## src/include/pcdcs_params.svh

```systemverilog
// Purpose: Constants for the device control and status register bank
// Assumes: APB with 32-bit data, 12-bit byte address
// Notes:   Printed offsets are word indices; byte address is four times index
`ifndef PCDCS_PARAMS_SVH
`define PCDCS_PARAMS_SVH

// ----------------------------------------------------------------------
// Bus geometry
// ----------------------------------------------------------------------
`define PCDCS_ADDR_W          12
`define PCDCS_DATA_W          32

// ----------------------------------------------------------------------
// Register indices and byte addresses
// ----------------------------------------------------------------------
`define PCDCS_CTRL_IDX        12'h048
`define PCDCS_STAT_IDX        12'h04a
`define PCDCS_CTRL_ADDR       12'h120
`define PCDCS_STAT_ADDR       12'h128
`define PCDCS_MASK_ADDR       12'h200
`define PCDCS_TLC_ADDR        12'h204

// ----------------------------------------------------------------------
// Field positions
// ----------------------------------------------------------------------
`define PCDCS_CORR_BIT        0
`define PCDCS_NFAT_BIT        1
`define PCDCS_FAT_BIT         2
`define PCDCS_UNSUP_BIT       3
`define PCDCS_RO_BIT          4
`define PCDCS_MPS_LSB         5
`define PCDCS_MPS_MSB         7
`define PCDCS_WTAG_BIT        8
`define PCDCS_SEQUENTIAL_TAG_DEBUG_BIT      0
`define PCDCS_ERR_MSB         3

// ----------------------------------------------------------------------
// Reset values and codes
// ----------------------------------------------------------------------
`define PCDCS_ERR_RST         4'h0
`define PCDCS_MPS_RST         3'h0
`define PCDCS_TAG_RST         8'h00
`define PCDCS_MPS_128         3'h0
`define PCDCS_MPS_256         3'h1
`define PCDCS_MPS_512         3'h2
`define PCDCS_MPS_1024        3'h3
`define PCDCS_MPS_2048        3'h4
`define PCDCS_BYTES_128       12'h080
`define PCDCS_BYTES_256       12'h100
`define PCDCS_BYTES_512       12'h200
`define PCDCS_BYTES_1024      12'h400
`define PCDCS_BYTES_2048      12'h800
`define PCDCS_NARROW_TAG_MAX  8'h1f
`define PCDCS_WIDE_TAG_MAX    8'hff

`endif

```

## src/include/pcdcs_pkg.sv

```systemverilog
// Purpose: Types for the device control and status register bank
// Assumes: Constants come from pcdcs_params.svh
// Notes:   One-hot state codes written out
package pcdcs_pkg;

    // ------------------------------------------------------------------
    // Types
    // ------------------------------------------------------------------
    typedef enum logic [1:0] {
        PCDCS_ST_IDLE = 2'b01,
        PCDCS_ST_RESP = 2'b10
    } pcdcs_apb_e;

    typedef logic [3:0] pcdcs_err_t;
    typedef logic [3:0] pcdcs_sel_t;

endpackage : pcdcs_pkg

```

## src/pcdcs_tag_gen.sv

```systemverilog
// Purpose: Debug sequential tag generator
// Assumes: tag_req is a one-cycle pulse per new tag
// Notes:   Tag holds zero while the debug option is off
`timescale 1ns/1ps
`include "pcdcs_params.svh"

module pcdcs_tag_gen (
    input  wire logic       pclk,
    input  wire logic       presetn,
    input  wire logic       seq_debug,
    input  wire logic       wide_tag_en,
    input  wire logic       tag_req,
    output logic [7:0]      tag
);

    logic [7:0] tag_reg;
    logic [7:0] tag_next;

    // ------------------------------------------------------------------
    // Tag sequence
    // ------------------------------------------------------------------
    always_comb begin
        tag_next = tag_reg;
        if (!seq_debug) begin
            tag_next = `PCDCS_TAG_RST;
        end else if (tag_req) begin
            // Narrow range wraps by masking, so a stale wide tag folds back
            if (wide_tag_en) begin
                tag_next = (tag_reg == `PCDCS_WIDE_TAG_MAX) ? `PCDCS_TAG_RST
                                                            : tag_reg + 8'h01;
            end else begin
                tag_next = (tag_reg + 8'h01) & `PCDCS_NARROW_TAG_MAX;
            end
        end
    end

    always_ff @(posedge pclk or negedge presetn) begin
        if (!presetn) begin
            tag_reg <= `PCDCS_TAG_RST;
        end else begin
            tag_reg <= tag_next;
        end
    end

    assign tag = tag_reg;

    // ------------------------------------------------------------------
    // Checks
    // ------------------------------------------------------------------
    a_tag_narrow: assert property (
        @(posedge pclk) disable iff (!presetn)
        (tag_req && seq_debug && !wide_tag_en) |=> (tag <= `PCDCS_NARROW_TAG_MAX))
        else $error("narrow tag out of range");

    a_tag_idle: assert property (
        @(posedge pclk) disable iff (!presetn)
        !seq_debug |=> (tag == `PCDCS_TAG_RST))
        else $error("tag moved without debug option");

    c_tag_wide_wrap: cover property (
        @(posedge pclk) disable iff (!presetn)
        (tag == `PCDCS_WIDE_TAG_MAX) && tag_req && seq_debug && wide_tag_en ##1
        (tag == `PCDCS_TAG_RST));

endmodule : pcdcs_tag_gen

```

## src/pcdcs_regs.sv

```systemverilog
// Purpose: Device control and device status registers of one switch port
// Assumes: Error detect inputs are one-cycle pulses, one per event
// Notes:   APB slave with one wait state; unmapped addresses answer pslverr
//
// Register access over APB was decided locally.
`timescale 1ns/1ps
`include "pcdcs_params.svh"

// Contract
// Control bit 0, reset zero, gates sending correctable error reports
// Control bit 1, reset zero, gates sending non-fatal error reports
// Control bit 2, reset zero, gates sending fatal error reports
// Control bit 3, reset zero, gates sending unsupported request reports
// Relaxed ordering bit 4 reads zero; originated requests never set it
// Payload field 7:5 read-write; codes 0 to 4 select 128 to 2048 bytes
// Payload codes 5 to 7 apply a 128 byte maximum
// Bit 8 picks tag range 0-31 or 0-255 only under tag debug
// Phantom function bit 9 reads zero and ignores writes
// Aux power enable bit 10 reads zero and ignores writes
// No snoop bit 11 reads zero; never originated, forwarded unchanged
// Read request size reads zero; originated requests at most 128 bytes
// Status bits 0-3 set on detection regardless of enables; write one clears
// Status bit 2 sets on fatal error and holds until written one
// Status bit 3 sets on unsupported request and holds until cleared
// Aux power detected status bit 4 always reads zero
// Transactions pending status bit 5 always reads zero
// Enabled detection raises one report request pulse per event
module pcdcs_regs (
    input  wire logic                      pclk,
    input  wire logic                      presetn,
    input  wire logic                      psel,
    input  wire logic                      penable,
    input  wire logic                      pwrite,
    input  wire logic [`PCDCS_ADDR_W-1:0]  paddr,
    input  wire logic [`PCDCS_DATA_W-1:0]  pwdata,
    input  wire logic [3:0]                pstrb,
    output logic [`PCDCS_DATA_W-1:0]       prdata,
    output logic                           pready,
    output logic                           pslverr,
    input  wire logic                      corr_err_det,
    input  wire logic                      nonfatal_err_det,
    input  wire logic                      fatal_err_det,
    input  wire logic                      unsup_req_det,
    input  wire logic                      tag_req,
    input  wire logic                      fwd_no_snoop_in,
    input  wire logic [11:0]               fwd_len_in,
    output logic                           corr_err_report,
    output logic                           nonfatal_err_report,
    output logic                           fatal_err_report,
    output logic                           unsup_req_report,
    output logic [11:0]                    max_payload_bytes,
    output logic [11:0]                    req_max_read_bytes,
    output logic                           req_relaxed_order,
    output logic                           req_no_snoop,
    output logic                           fwd_no_snoop_out,
    output logic [11:0]                    fwd_len_out,
    output logic [7:0]                     req_tag,
    output logic                           irq
);

    // ------------------------------------------------------------------
    // Declarations
    // ------------------------------------------------------------------
    pcdcs_pkg::pcdcs_apb_e  apb_state_reg;
    pcdcs_pkg::pcdcs_err_t  err_en_reg;
    pcdcs_pkg::pcdcs_err_t  err_seen_reg;
    pcdcs_pkg::pcdcs_err_t  err_seen_next;
    pcdcs_pkg::pcdcs_err_t  err_mask_reg;
    pcdcs_pkg::pcdcs_err_t  err_det;
    pcdcs_pkg::pcdcs_err_t  err_report_reg;
    pcdcs_pkg::pcdcs_err_t  err_clr;
    pcdcs_pkg::pcdcs_sel_t  wr_sel;
    logic [2:0]             max_payload_sel_reg;
    logic                   wide_tag_en_reg;
    logic                   sequential_tag_debug_reg;
    logic [`PCDCS_DATA_W-1:0] prdata_reg;
    logic [`PCDCS_DATA_W-1:0] rd_word;
    logic                   pready_reg;
    logic                   pslverr_reg;
    logic                   irq_reg;
    logic [11:0]            max_payload_bytes_reg;
    logic                   fwd_no_snoop_reg;
    logic [11:0]            fwd_len_reg;
    logic                   wr_fire;
    logic                   rsp_ctrl_reg;
    logic                   rsp_stat_reg;

    // ------------------------------------------------------------------
    // Helpers
    // ------------------------------------------------------------------
    // One-hot: control, status, mask, transaction layer control
    function automatic pcdcs_pkg::pcdcs_sel_t addr_sel(input logic [`PCDCS_ADDR_W-1:0] a);
        addr_sel = 4'h0;
        if (a == `PCDCS_CTRL_ADDR) begin
            addr_sel = 4'h1;
        end else if (a == `PCDCS_STAT_ADDR) begin
            addr_sel = 4'h2;
        end else if (a == `PCDCS_MASK_ADDR) begin
            addr_sel = 4'h4;
        end else if (a == `PCDCS_TLC_ADDR) begin
            addr_sel = 4'h8;
        end
    endfunction : addr_sel

    function automatic logic [11:0] payload_bytes(input logic [2:0] code);
        unique case (code)
            `PCDCS_MPS_256:  payload_bytes = `PCDCS_BYTES_256;
            `PCDCS_MPS_512:  payload_bytes = `PCDCS_BYTES_512;
            `PCDCS_MPS_1024: payload_bytes = `PCDCS_BYTES_1024;
            `PCDCS_MPS_2048: payload_bytes = `PCDCS_BYTES_2048;
            default:         payload_bytes = `PCDCS_BYTES_128;
        endcase
    endfunction : payload_bytes

    assign err_det = {unsup_req_det, fatal_err_det, nonfatal_err_det, corr_err_det};

    // ------------------------------------------------------------------
    // APB handshake
    // ------------------------------------------------------------------
    // One wait state keeps read data registered without a deep mux path
    always_ff @(posedge pclk or negedge presetn) begin
        if (!presetn) begin
            apb_state_reg <= pcdcs_pkg::PCDCS_ST_IDLE;
            pready_reg    <= 1'b0;
        end else begin
            unique case (apb_state_reg)
                pcdcs_pkg::PCDCS_ST_IDLE: begin
                    if (psel && penable) begin
                        apb_state_reg <= pcdcs_pkg::PCDCS_ST_RESP;
                        pready_reg    <= 1'b1;
                    end
                end
                pcdcs_pkg::PCDCS_ST_RESP: begin
                    apb_state_reg <= pcdcs_pkg::PCDCS_ST_IDLE;
                    pready_reg    <= 1'b0;
                end
            endcase
        end
    end

    assign wr_fire = psel && penable && pready_reg && pwrite;
    assign wr_sel  = wr_fire ? addr_sel(paddr) : 4'h0;

    // ------------------------------------------------------------------
    // Read path
    // ------------------------------------------------------------------
    always_comb begin
        rd_word = '0;
        unique case (addr_sel(paddr))
            4'h1: begin
                rd_word[`PCDCS_ERR_MSB:0]                = err_en_reg;
                rd_word[`PCDCS_MPS_MSB:`PCDCS_MPS_LSB]   = max_payload_sel_reg;
                rd_word[`PCDCS_WTAG_BIT]                 = wide_tag_en_reg;
                rd_word[`PCDCS_RO_BIT]                   = 1'b0;
            end
            4'h2: rd_word[`PCDCS_ERR_MSB:0] = err_seen_reg;
            4'h4: rd_word[`PCDCS_ERR_MSB:0] = err_mask_reg;
            4'h8: rd_word[`PCDCS_SEQUENTIAL_TAG_DEBUG_BIT] = sequential_tag_debug_reg;
            default: rd_word = '0;
        endcase
    end

    always_ff @(posedge pclk or negedge presetn) begin
        if (!presetn) begin
            prdata_reg   <= '0;
            pslverr_reg  <= 1'b0;
            rsp_ctrl_reg <= 1'b0;
            rsp_stat_reg <= 1'b0;
        end else if (apb_state_reg == pcdcs_pkg::PCDCS_ST_IDLE && psel && penable) begin
            prdata_reg   <= pwrite ? '0 : rd_word;
            pslverr_reg  <= (addr_sel(paddr) == 4'h0);
            rsp_ctrl_reg <= !pwrite && (addr_sel(paddr) == 4'h1);
            rsp_stat_reg <= !pwrite && (addr_sel(paddr) == 4'h2);
        end else begin
            prdata_reg   <= '0;
            pslverr_reg  <= 1'b0;
            rsp_ctrl_reg <= 1'b0;
            rsp_stat_reg <= 1'b0;
        end
    end

    // ------------------------------------------------------------------
    // Control register
    // ------------------------------------------------------------------
    // Bits 4 and 9 to 15 have no storage, so writes there fall away
    always_ff @(posedge pclk or negedge presetn) begin
        if (!presetn) begin
            err_en_reg          <= `PCDCS_ERR_RST;
            max_payload_sel_reg <= `PCDCS_MPS_RST;
            wide_tag_en_reg     <= 1'b0;
        end else if (wr_sel[0]) begin
            if (pstrb[0]) begin
                err_en_reg          <= pwdata[`PCDCS_ERR_MSB:0];
                max_payload_sel_reg <= pwdata[`PCDCS_MPS_MSB:`PCDCS_MPS_LSB];
            end
            if (pstrb[1]) begin
                wide_tag_en_reg <= pwdata[`PCDCS_WTAG_BIT];
            end
        end
    end

    always_ff @(posedge pclk or negedge presetn) begin
        if (!presetn) begin
            sequential_tag_debug_reg <= 1'b0;
            err_mask_reg             <= `PCDCS_ERR_RST;
        end else begin
            if (wr_sel[3] && pstrb[0]) begin
                sequential_tag_debug_reg <= pwdata[`PCDCS_SEQUENTIAL_TAG_DEBUG_BIT];
            end
            if (wr_sel[2] && pstrb[0]) begin
                err_mask_reg <= pwdata[`PCDCS_ERR_MSB:0];
            end
        end
    end

    // ------------------------------------------------------------------
    // Status register
    // ------------------------------------------------------------------
    assign err_clr = (wr_sel[1] && pstrb[0]) ? pwdata[`PCDCS_ERR_MSB:0] : 4'h0;

    // New detection wins over a clear in the same cycle
    assign err_seen_next = (err_seen_reg & ~err_clr) | err_det;

    always_ff @(posedge pclk or negedge presetn) begin
        if (!presetn) begin
            err_seen_reg <= `PCDCS_ERR_RST;
        end else begin
            err_seen_reg <= err_seen_next;
        end
    end

    always_ff @(posedge pclk or negedge presetn) begin
        if (!presetn) begin
            err_report_reg <= `PCDCS_ERR_RST;
        end else begin
            err_report_reg <= err_det & err_en_reg;
        end
    end

    always_ff @(posedge pclk or negedge presetn) begin
        if (!presetn) begin
            irq_reg <= 1'b0;
        end else begin
            irq_reg <= |(err_seen_reg & err_mask_reg);
        end
    end

    // ------------------------------------------------------------------
    // Transaction attributes
    // ------------------------------------------------------------------
    // Forwarded attributes pass with one register stage, untouched
    always_ff @(posedge pclk or negedge presetn) begin
        if (!presetn) begin
            max_payload_bytes_reg <= `PCDCS_BYTES_128;
            fwd_no_snoop_reg      <= 1'b0;
            fwd_len_reg           <= '0;
        end else begin
            max_payload_bytes_reg <= payload_bytes(max_payload_sel_reg);
            fwd_no_snoop_reg      <= fwd_no_snoop_in;
            fwd_len_reg           <= fwd_len_in;
        end
    end

    pcdcs_tag_gen u_tag_gen (
        .pclk        (pclk),
        .presetn     (presetn),
        .seq_debug   (sequential_tag_debug_reg),
        .wide_tag_en (wide_tag_en_reg),
        .tag_req     (tag_req),
        .tag         (req_tag)
    );

    // ------------------------------------------------------------------
    // Outputs
    // ------------------------------------------------------------------
    assign prdata              = prdata_reg;
    assign pready              = pready_reg;
    assign pslverr             = pslverr_reg;
    assign corr_err_report     = err_report_reg[`PCDCS_CORR_BIT];
    assign nonfatal_err_report = err_report_reg[`PCDCS_NFAT_BIT];
    assign fatal_err_report    = err_report_reg[`PCDCS_FAT_BIT];
    assign unsup_req_report    = err_report_reg[`PCDCS_UNSUP_BIT];
    assign max_payload_bytes   = max_payload_bytes_reg;
    assign req_max_read_bytes  = `PCDCS_BYTES_128;
    assign req_relaxed_order   = 1'b0;
    assign req_no_snoop        = 1'b0;
    assign fwd_no_snoop_out    = fwd_no_snoop_reg;
    assign fwd_len_out         = fwd_len_reg;
    assign irq                 = irq_reg;

    // ------------------------------------------------------------------
    // Checks
    // ------------------------------------------------------------------
    a_corr_report_on: assert property (
        @(posedge pclk) disable iff (!presetn)
        (corr_err_det && err_en_reg[`PCDCS_CORR_BIT]) |=> corr_err_report)
        else $error("enabled correctable error not reported");

    a_nonfatal_gated: assert property (
        @(posedge pclk) disable iff (!presetn)
        nonfatal_err_report |-> $past(err_en_reg[`PCDCS_NFAT_BIT] && nonfatal_err_det))
        else $error("non-fatal report without enable");

    a_fatal_gated: assert property (
        @(posedge pclk) disable iff (!presetn)
        (fatal_err_det && !err_en_reg[`PCDCS_FAT_BIT]) |=> !fatal_err_report)
        else $error("fatal report while disabled");

    a_unsup_once: assert property (
        @(posedge pclk) disable iff (!presetn)
        (unsup_req_det && err_en_reg[`PCDCS_UNSUP_BIT]) ##1 !unsup_req_det
        |=> !unsup_req_report)
        else $error("unsupported request reported twice");

    a_ctrl_ro_zero: assert property (
        @(posedge pclk) disable iff (!presetn)
        (rsp_ctrl_reg && pready_reg) |-> (prdata[15:9] == 7'h00) && !prdata[`PCDCS_RO_BIT])
        else $error("read-only control bits not zero");

    a_payload_map: assert property (
        @(posedge pclk) disable iff (!presetn)
        ##1 (max_payload_bytes == payload_bytes($past(max_payload_sel_reg))))
        else $error("payload size mismatch");

    a_fatal_sticky: assert property (
        @(posedge pclk) disable iff (!presetn)
        (err_seen_reg[`PCDCS_FAT_BIT] && !err_clr[`PCDCS_FAT_BIT])
        |=> err_seen_reg[`PCDCS_FAT_BIT])
        else $error("fatal status lost");

    a_unsup_set: assert property (
        @(posedge pclk) disable iff (!presetn)
        unsup_req_det |=> err_seen_reg[`PCDCS_UNSUP_BIT] [*1] ##1 1'b1)
        else $error("unsupported request not logged");

    a_seen_ignores_en: assert property (
        @(posedge pclk) disable iff (!presetn)
        (corr_err_det && !err_en_reg[`PCDCS_CORR_BIT]) |=> err_seen_reg[`PCDCS_CORR_BIT])
        else $error("correctable error not logged while disabled");

    a_stat_ro_zero: assert property (
        @(posedge pclk) disable iff (!presetn)
        (rsp_stat_reg && pready_reg) |-> (prdata[15:4] == 12'h000))
        else $error("read-only status bits not zero");

    a_apb_one_wait: assert property (
        @(posedge pclk) disable iff (!presetn)
        (psel && penable && !pready_reg) |=> pready_reg ##1 !pready_reg)
        else $error("apb answer timing wrong");

    c_ctrl_write: cover property (
        @(posedge pclk) disable iff (!presetn)
        wr_sel[0] ##1 (max_payload_sel_reg == `PCDCS_MPS_2048));

    c_status_clear: cover property (
        @(posedge pclk) disable iff (!presetn)
        err_seen_reg[`PCDCS_FAT_BIT] && err_clr[`PCDCS_FAT_BIT] ##1 !err_seen_reg[`PCDCS_FAT_BIT]);

    c_fatal_report: cover property (
        @(posedge pclk) disable iff (!presetn)
        fatal_err_report ##[1:4] irq);

endmodule : pcdcs_regs

```

## config.mk

```make
export PLATFORM = sky130hd
export DESIGN_NAME = pcdcs_regs
export DESIGN_NICKNAME = d
export VERILOG_FILES = /design/src/include/pcdcs_pkg.sv /design/src/pcdcs_tag_gen.sv /design/src/pcdcs_regs.sv
export VERILOG_INCLUDE_DIRS = /design/src /design/src/include
export SDC_FILE = /design/constraint.sdc
export NUM_CORES = 1
export LEC_CHECK = 0
export BUFFER_PORTS_ARGS = -buffer_cell sky130_fd_sc_hd__buf_4
export CAP_MARGIN = 20
export CORE_UTILIZATION = 44
export DETAILED_ROUTE_END_ITERATION = 10
export PLACE_DENSITY_LB_ADDON = 0.1
export SLEW_MARGIN = 10
export SYNTH_ARGS = -nofsm -noshare
export SYNTH_HDL_FRONTEND = slang
export SYNTH_SLANG_ARGS = --single-unit
```

## constraint.sdc

```tcl
create_clock -name pclk -period 1.95 [get_ports pclk]
set_input_delay 0 -clock pclk [delete_from_list [all_inputs] [get_ports pclk]]
set_output_delay 0 -clock pclk [all_outputs]
set_load 0.02 [all_outputs]
```

==> results.py, run 1 <==
metrics = {
    "yosys": {
        "synth-seq-cells": 59,
        "synth_fa_ha_area_share_pct": 0.449,
        "synth_top_family_by_area": "simple AND/OR/NAND/NOR gates",
        "synth_top_area_share_pct": 51.2,
        "synth_enable_flop_cells": 0,
        "syn_area_um2": 2790,
        "synth_compound_area_share_pct": 4.98,
        "ys_warn_count": 0,
        "synth_cell_types": 44,
        "synth-async-reset-ratio_pct": 100,
        "synth_flop_cell": "dfrtp_1",
        "synth.area.top_cells": "dfrtp_1 (51%), buf_4 (12%), mux2_2 (4.8%)",
        "yosys.area_share.simple_pct": 18.6,
        "yosysTopAreaCell": "dfrtp_1",
        "synthCells": 234,
        "seq_area_frac_synth_pct": 53.1,
        "synthXorXnorAreaFrac_pct": 0.943,
        "syn_avg_cell_area_um2": 11.9,
        "synth_mux_area_share_pct": 8.44,
    },
    "cells_and_area": {
        "drive_gt1_share_pct": 35.7,
        "diodes": 0,
        "largest_reg_flops": 12,
        "area_growth_pct": 40.6,
        "final_nets": 431,
        "fill_cells": 470,
        "finalNonFillerCells": 439,
    },
    "drt": {
        "wl_per_cell_um": 13.2,
        "drc_errors": 0,
        "drtIter0Drc": 92,
        "antenna_left": 0,
        "vias_per_cell": 4.62,
        "routed_wirelength_mm": 5.82,
        "dr.pass1.iters": 5,
        "vias": 2027,
    },
    "critical_path": {
        "arrival_ps": 2070,
        "end_kind": "register",
        "slowest_stage": "or4_4",
        "required_ps": 2170,
        "criticalPathCategory": "input pin to register",
        "slowest_delay_ps": 590,
        "crit_fanout": 7,
        "crit_buf_inv": 2,
        "crit_chain": "buf_4 > or4_4 > nor4_4 > nand4_1 > a21o_1 > dlygate4sd3_1",
        "cp-start-kind": "input pin",
        "cpLargestDelayFamily": "simple AND/OR/NAND/NOR gates",
    },
    "timing": {
        "fin_crit_sh_pct": 95.1,
        "fmax_mhz": 539,
        "setup_tns_ps": 0,
        "rsz0062_at_grt": "false",
        "hold_violations": 0,
        "slew_violations": 0,
        "period_minus_slack_ps": 1850,
        "slew_headroom_pct": 51.0,
        "finalWorstSetupSlack_ps": 96.2,
        "worst_pin_slew_ps": 735,
        "finalSetupViolations": 0,
        "fin_worst_skew_ps": 3.07,
    },
    "min_path": {
        "hold_path.class": "input pin to register",
    },
    "placement": {
        "gp_congestion": 0.785,
        "dpl.hpwl_mm": 3.92,
        "io_buffers": 85,
        "place_ws_ps": 273,
        "dp.cells": 390,
    },
    "die": {
        "core_um2": 6030,
        "rows": 28,
        "start_util_pct": 46.2,
        "die_y_um": 81.6,
        "dieWidth_um": 81.6,
        "dieArea_um2": 6660,
        "ios": 157,
    },
    "clocking": {
        "cts_tree": "yes",
        "clock_path_buffers": 2,
        "clk_latency_ps": 340,
        "clock-root-buffer": "clkbuf_8",
        "htreeDepth": 3,
        "clkSinkCount": 59,
        "clk_pin_slew_worst_paths_ps": 70,
        "cts_setup_buffers": 0,
        "cts_inserted_buffers": 9,
    },
    "power": {
        "leakagePower_nw": 1.97,
        "p_per_area_nw_per_um2": 781,
        "max-vdd-ir-drop_mv": 0.533,
        "p_total_mw": 3.06,
    },
    "grt": {
        "grt_pass1_vias": 1931,
        "grt_util_all_layers_pct": 18.1,
        "overflow": 0,
        "grt_pass1_wl_mm": 8.78,
        "antenna_found_initial": 0,
        "grt_max_degree": 60,
    },
    "job": {
        "cap_violations": 0,
    },
    "status": {
        "status": "completed",
    },
}
final timing paths:
kind / cells after the start / endpoint / slack [ps] / from
max in group asynchronous: 2 / err_report_reg[1]$_DFF_PN0_ / 1190 / presetn
min in group asynchronous: 2 / fwd_len_out[8]$_DFF_PN0_ / 290 / presetn
worst min register to register: 1 / err_report_reg[3]$_DFF_PN0_ / 490 / err_en_reg[3]$_DFFE_PN0P_
worst max register to register: 5 / err_seen_reg[1]$_DFF_PN0_ / 130 / apb_state_reg[1]$_DFFE_PN0P_
worst min-delay path: 3 / sequential_tag_debug_reg$_DFFE_PN0P_ / 50 / paddr[2]
worst max-delay path: 6 / err_seen_reg[2]$_DFF_PN0_ / 100 / paddr[7]
worst min-delay path: cells and delay by family:
family	cells	cell delay, ps
buffers and inverters	1	130
and+or+nand+nor	1	80
muxes	1	150
routing by layer:
metal / part of all wire [%] / track usage, % / routed length (µm) / vias up
met5: 0 / 0 / 0 / -
met4: 1.4 / 6.49 / 83 / 0
met3: 8.9 / 7.89 / 518 / 7
met2: 49 / 30.8 / 2830 / 90
met1: 41 / 20.2 / 2380 / 957
li1: - / - / - / 973
area by class of cell:
type,count,area [µm²],share of cell area (%)
flip-flops and latches,59,1480,37.8
multi-input cells,166,1100,28.1
repair buffers,120,983,25.1
clock buffers,10,138,3.51
clock inverters,6,111,2.84
well taps,75,93.8,2.40
inverters,3,11.3,0.287
cell usage in the layout (no fill, tap or decap), drive strengths merged, types with 4 or more instances in the layout:
| cell | n |
|---|---|
| clkbuf | 10 |
| and2 | 15 |
| mux2 | 16 |
| a22oi | 5 |
| dlygate4sd3 | 33 |
| buf | 87 |
| nor3b | 4 |
| nand4 | 9 |
| conb | 45 |
| nor2 | 8 |
| o22ai | 4 |
| a21o | 4 |
| dfrtp | 57 |
| mux2i | 4 |
| inv | 4 |
| nand2 | 13 |
| and4 | 6 |
through the flow:
stage | utilization [%] | cell area (µm²) | hold slack (ps)
2_1_floorplan | - | 2950 | -296
3_3_place_gp | 55.4 | 3340 | 109
3_5_place_dp | 55.4 | 3340 | 111
4_1_cts | 65.0 | 3920 | 29.0
5_1_grt | 65.0 | 3920 | 48.1
6_report | 65.0 | 3920 | 49.6
cells by family (layout without fill, tap and decap cells):
| family | count (synthesis) | in the layout |
|---|---|---|
| fa+ha+maj | 1 | 1 |
| flops | 59 | 59 |
| compound gates | 20 | 20 |
| mux | 20 | 20 |
| other cells | 2 | 45 |
| simple gates | 77 | 77 |
| xor+xnor | 3 | 3 |
| buf+inv | 52 | 139 |
Yosys cell counts, drive strengths merged, types with 2 or more instances:
cell and instances:
a21oi 3, inv 3, and4 6, and2 15, a22oi 5, conb 2, nand3 2, clkbuf 3
o22ai 4, nor3b 4, nand2 13, and3 2, nor2b 3, dfstp 2, mux2 16, or4 2
xnor2 2, mux2i 4, nor4 2, or3 2, dfrtp 57, a21o 4, buf 46, nor2 8
nand4 9, nor3 2
what timing repair did:
item                                   4_1_cts  5_1_grt
endpoints found under the hold margin       95        0
hold buffers                                33        0
resized for setup                            0        0
setup endpoints to repair                    0        0
power breakdown:
| group | switching (mW) | total, mW | internal, mW |
|---|---|---|---|
| logic | 0.215 | 0.377 | 0.162 |
| registers | 0.0247 | 1.29 | 1.27 |
| clock network | 0.501 | 1.39 | 0.886 |
(Power assumes the default switching activity.)
==> run 2: changes to the inputs <==
--- a/config.mk
+++ b/config.mk
@@ -6,10 +6,10 @@
 export SDC_FILE = /design/constraint.sdc
 export NUM_CORES = 1
 export LEC_CHECK = 0
-export BUFFER_PORTS_ARGS = -buffer_cell sky130_fd_sc_hd__buf_4
 export CAP_MARGIN = 20
-export CORE_UTILIZATION = 44
+export CORE_UTILIZATION = 45
 export DETAILED_ROUTE_END_ITERATION = 10
+export DONT_BUFFER_PORTS = 1
 export PLACE_DENSITY_LB_ADDON = 0.1
 export SLEW_MARGIN = 10
 export SYNTH_ARGS = -nofsm -noshare
==> run 2 against run 1 <==
Cell count fell by 17%. Die area fell by 2.2%. Cell area shrank 14%. Clock skew rose by 3.6 ps. Setup slack worse by 19 ps. Hold slack got worse by 29 ps. Critical endpoint is now err_seen_reg[1]$_DFF_PN0_. Largest power group is now sequential cells.
==> results.py, run 2 (synthesized netlist as in run 1, its figures left out) <==
metrics = {
    "timing": {
        "slew_violations": 0,
        "finalWorstSetupSlack_ps": 77.5,
        "fin_worst_skew_ps": 6.65,
        "fmax_mhz": 534,
        "rsz0062_at_grt": "false",
        "period_minus_slack_ps": 1870,
        "fin_crit_sh_pct": 96.0,
        "hold_violations": 0,
        "setup_tns_ps": 0,
        "finalSetupViolations": 0,
        "hold-worst-slack_ps": 21.0,
    },
    "die": {
        "rows": 28,
        "dieArea_um2": 6510,
        "ios": 157,
        "dieWidth_um": 80.7,
        "core_um2": 5960,
        "start_util_pct": 46.8,
        "die_y_um": 80.7,
    },
    "grt": {
        "grt_max_degree": 60,
        "grt_pass1_vias": 1718,
        "grt_util_all_layers_pct": 17.9,
        "overflow": 0,
        "grt_pass1_wl_mm": 8.42,
        "antenna_found_initial": 0,
    },
    "critical_path": {
        "cp_num_cells": 5,
        "cpLargestDelayFamily": "buffers and inverters",
        "r2r_cells": 5,
        "slowest_stage": "dlygate4sd3_1",
        "end_kind": "register",
        "slowest_delay_ps": 550,
        "crit_buf_inv": 2,
        "required_ps": 2170,
        "criticalPathCategory": "register to register",
        "crit_chain": "and4_1 > buf_4 > nand4_1 > a21o_1 > dlygate4sd3_1",
        "arrival_ps": 2090,
        "crit_fanout": 6,
        "cp-start-kind": "register",
    },
    "clocking": {
        "htreeDepth": 3,
        "clkSinkCount": 59,
        "cts_tree": "yes",
        "clock_path_buffers": 2,
        "clock-root-buffer": "clkbuf_8",
        "cts_setup_buffers": 0,
        "clk_pin_slew_worst_paths_ps": 70,
        "cts_inserted_buffers": 9,
        "clk_latency_ps": 340,
    },
    "placement": {
        "io_buffers": 0,
        "dp.cells": 307,
        "gp_congestion": 0.725,
        "place_area_um2": 2720,
        "place_ws_ps": 316,
        "dpl.hpwl_mm": 3.60,
    },
    "power": {
        "max-vdd-ir-drop_mv": 0.627,
        "p_per_area_nw_per_um2": 836,
        "leakagePower_nw": 1.58,
    },
    "drt": {
        "dr.pass1.iters": 4,
        "drc_errors": 0,
        "drtIter0Drc": 103,
        "routed_wirelength_mm": 5.40,
        "antenna_left": 0,
        "vias_per_cell": 4.84,
        "vias": 1756,
        "wl_per_cell_um": 14.9,
    },
    "job": {
        "cap_violations": 0,
    },
    "status": {
        "status": "completed",
    },
    "cells_and_area": {
        "drive_gt1_share_pct": 17.7,
        "area_growth_pct": 20.7,
        "layout_common_cells": "dfrtp_1 (56), conb_1 (45), dlygate4sd3_1 (39)",
        "final_nets": 355,
        "final_common_cell": "dfrtp_1",
        "largest_reg_flops": 12,
        "diodes": 0,
        "finalNonFillerCells": 363,
        "fill_cells": 526,
        "fin_area_um2": 3360,
    },
    "min_path": {
        "min_path_cells": 3,
        "hold_path.class": "input pin to register",
    },
}
[run 2: worst reg2reg max path, delay by kind of cell, from the launching register on]
kind	cells	cell delay [ps]
buf+inv	2	730
compound gates	1	200
simple gates	2	370
flops	1	450
[run 2: worst paths after layout]
check                                                     to                          from  slack, ps
min in group asynchronous                prdata[6]$_DFF_PN0_                       presetn        200
worst min-delay path                       pslverr$_DFF_PN0_                      paddr[0]         20
worst min register to register     err_seen_reg[2]$_DFF_PN0_     err_seen_reg[2]$_DFF_PN0_        510
max in group asynchronous       apb_state_reg[0]$_DFFE_PN1P_                       presetn       1450
worst max register to register     err_seen_reg[1]$_DFF_PN0_  apb_state_reg[1]$_DFFE_PN0P_         80
worst max-delay path               err_seen_reg[1]$_DFF_PN0_  apb_state_reg[1]$_DFFE_PN0P_         80
[run 2: final cells by class]
| cell class | count | area [µm²] | share of cell area [%] |
|---|---|---|---|
| Sequential cell | 59 | 1480 | 44.0 |
| Multi-Input combinational cell | 166 | 1110 | 32.9 |
| Clock buffer | 9 | 124 | 3.68 |
| Inverter | 3 | 11.3 | 0.335 |
| Timing Repair Buffer | 44 | 448 | 13.3 |
| Tap cell | 75 | 93.8 | 2.79 |
| Clock inverter | 7 | 100 | 2.98 |
[run 2: repair_timing]
item / CTS / global route
endpoints found under the setup margin: 0 / 9
gates resized for setup: 0 / 4
hold buffers: 40 / 0
hold endpoints to repair: 107 / 0
[run 2: stage by stage]
stage	power (mW)	utilization, %
final	2.81	56.5
after global routing	2.96	56.5
after CTS	2.85	56.4
after detailed placement	1.49	45.6
after global placement	1.49	45.6
after floorplan	1.55	-
[run 2: layer usage]
layer  vias up  GRT usage (%)  share of wire (%)
met4         0           4.82               0.96
met1       852           20.3                 41
li1        825              -                  -
met3         6           8.86                8.0
met2        73           29.7                 50
met5         -              0                  0
[run 2: where the power goes]
group | total (mW) | internal [mW] | switching [mW] | leakage [nW]
combinational | 0.243 | 0.0897 | 0.153 | 0.717
sequential | 1.34 | 1.27 | 0.0626 | 0.763
clock | 1.23 | 0.724 | 0.508 | 0.102
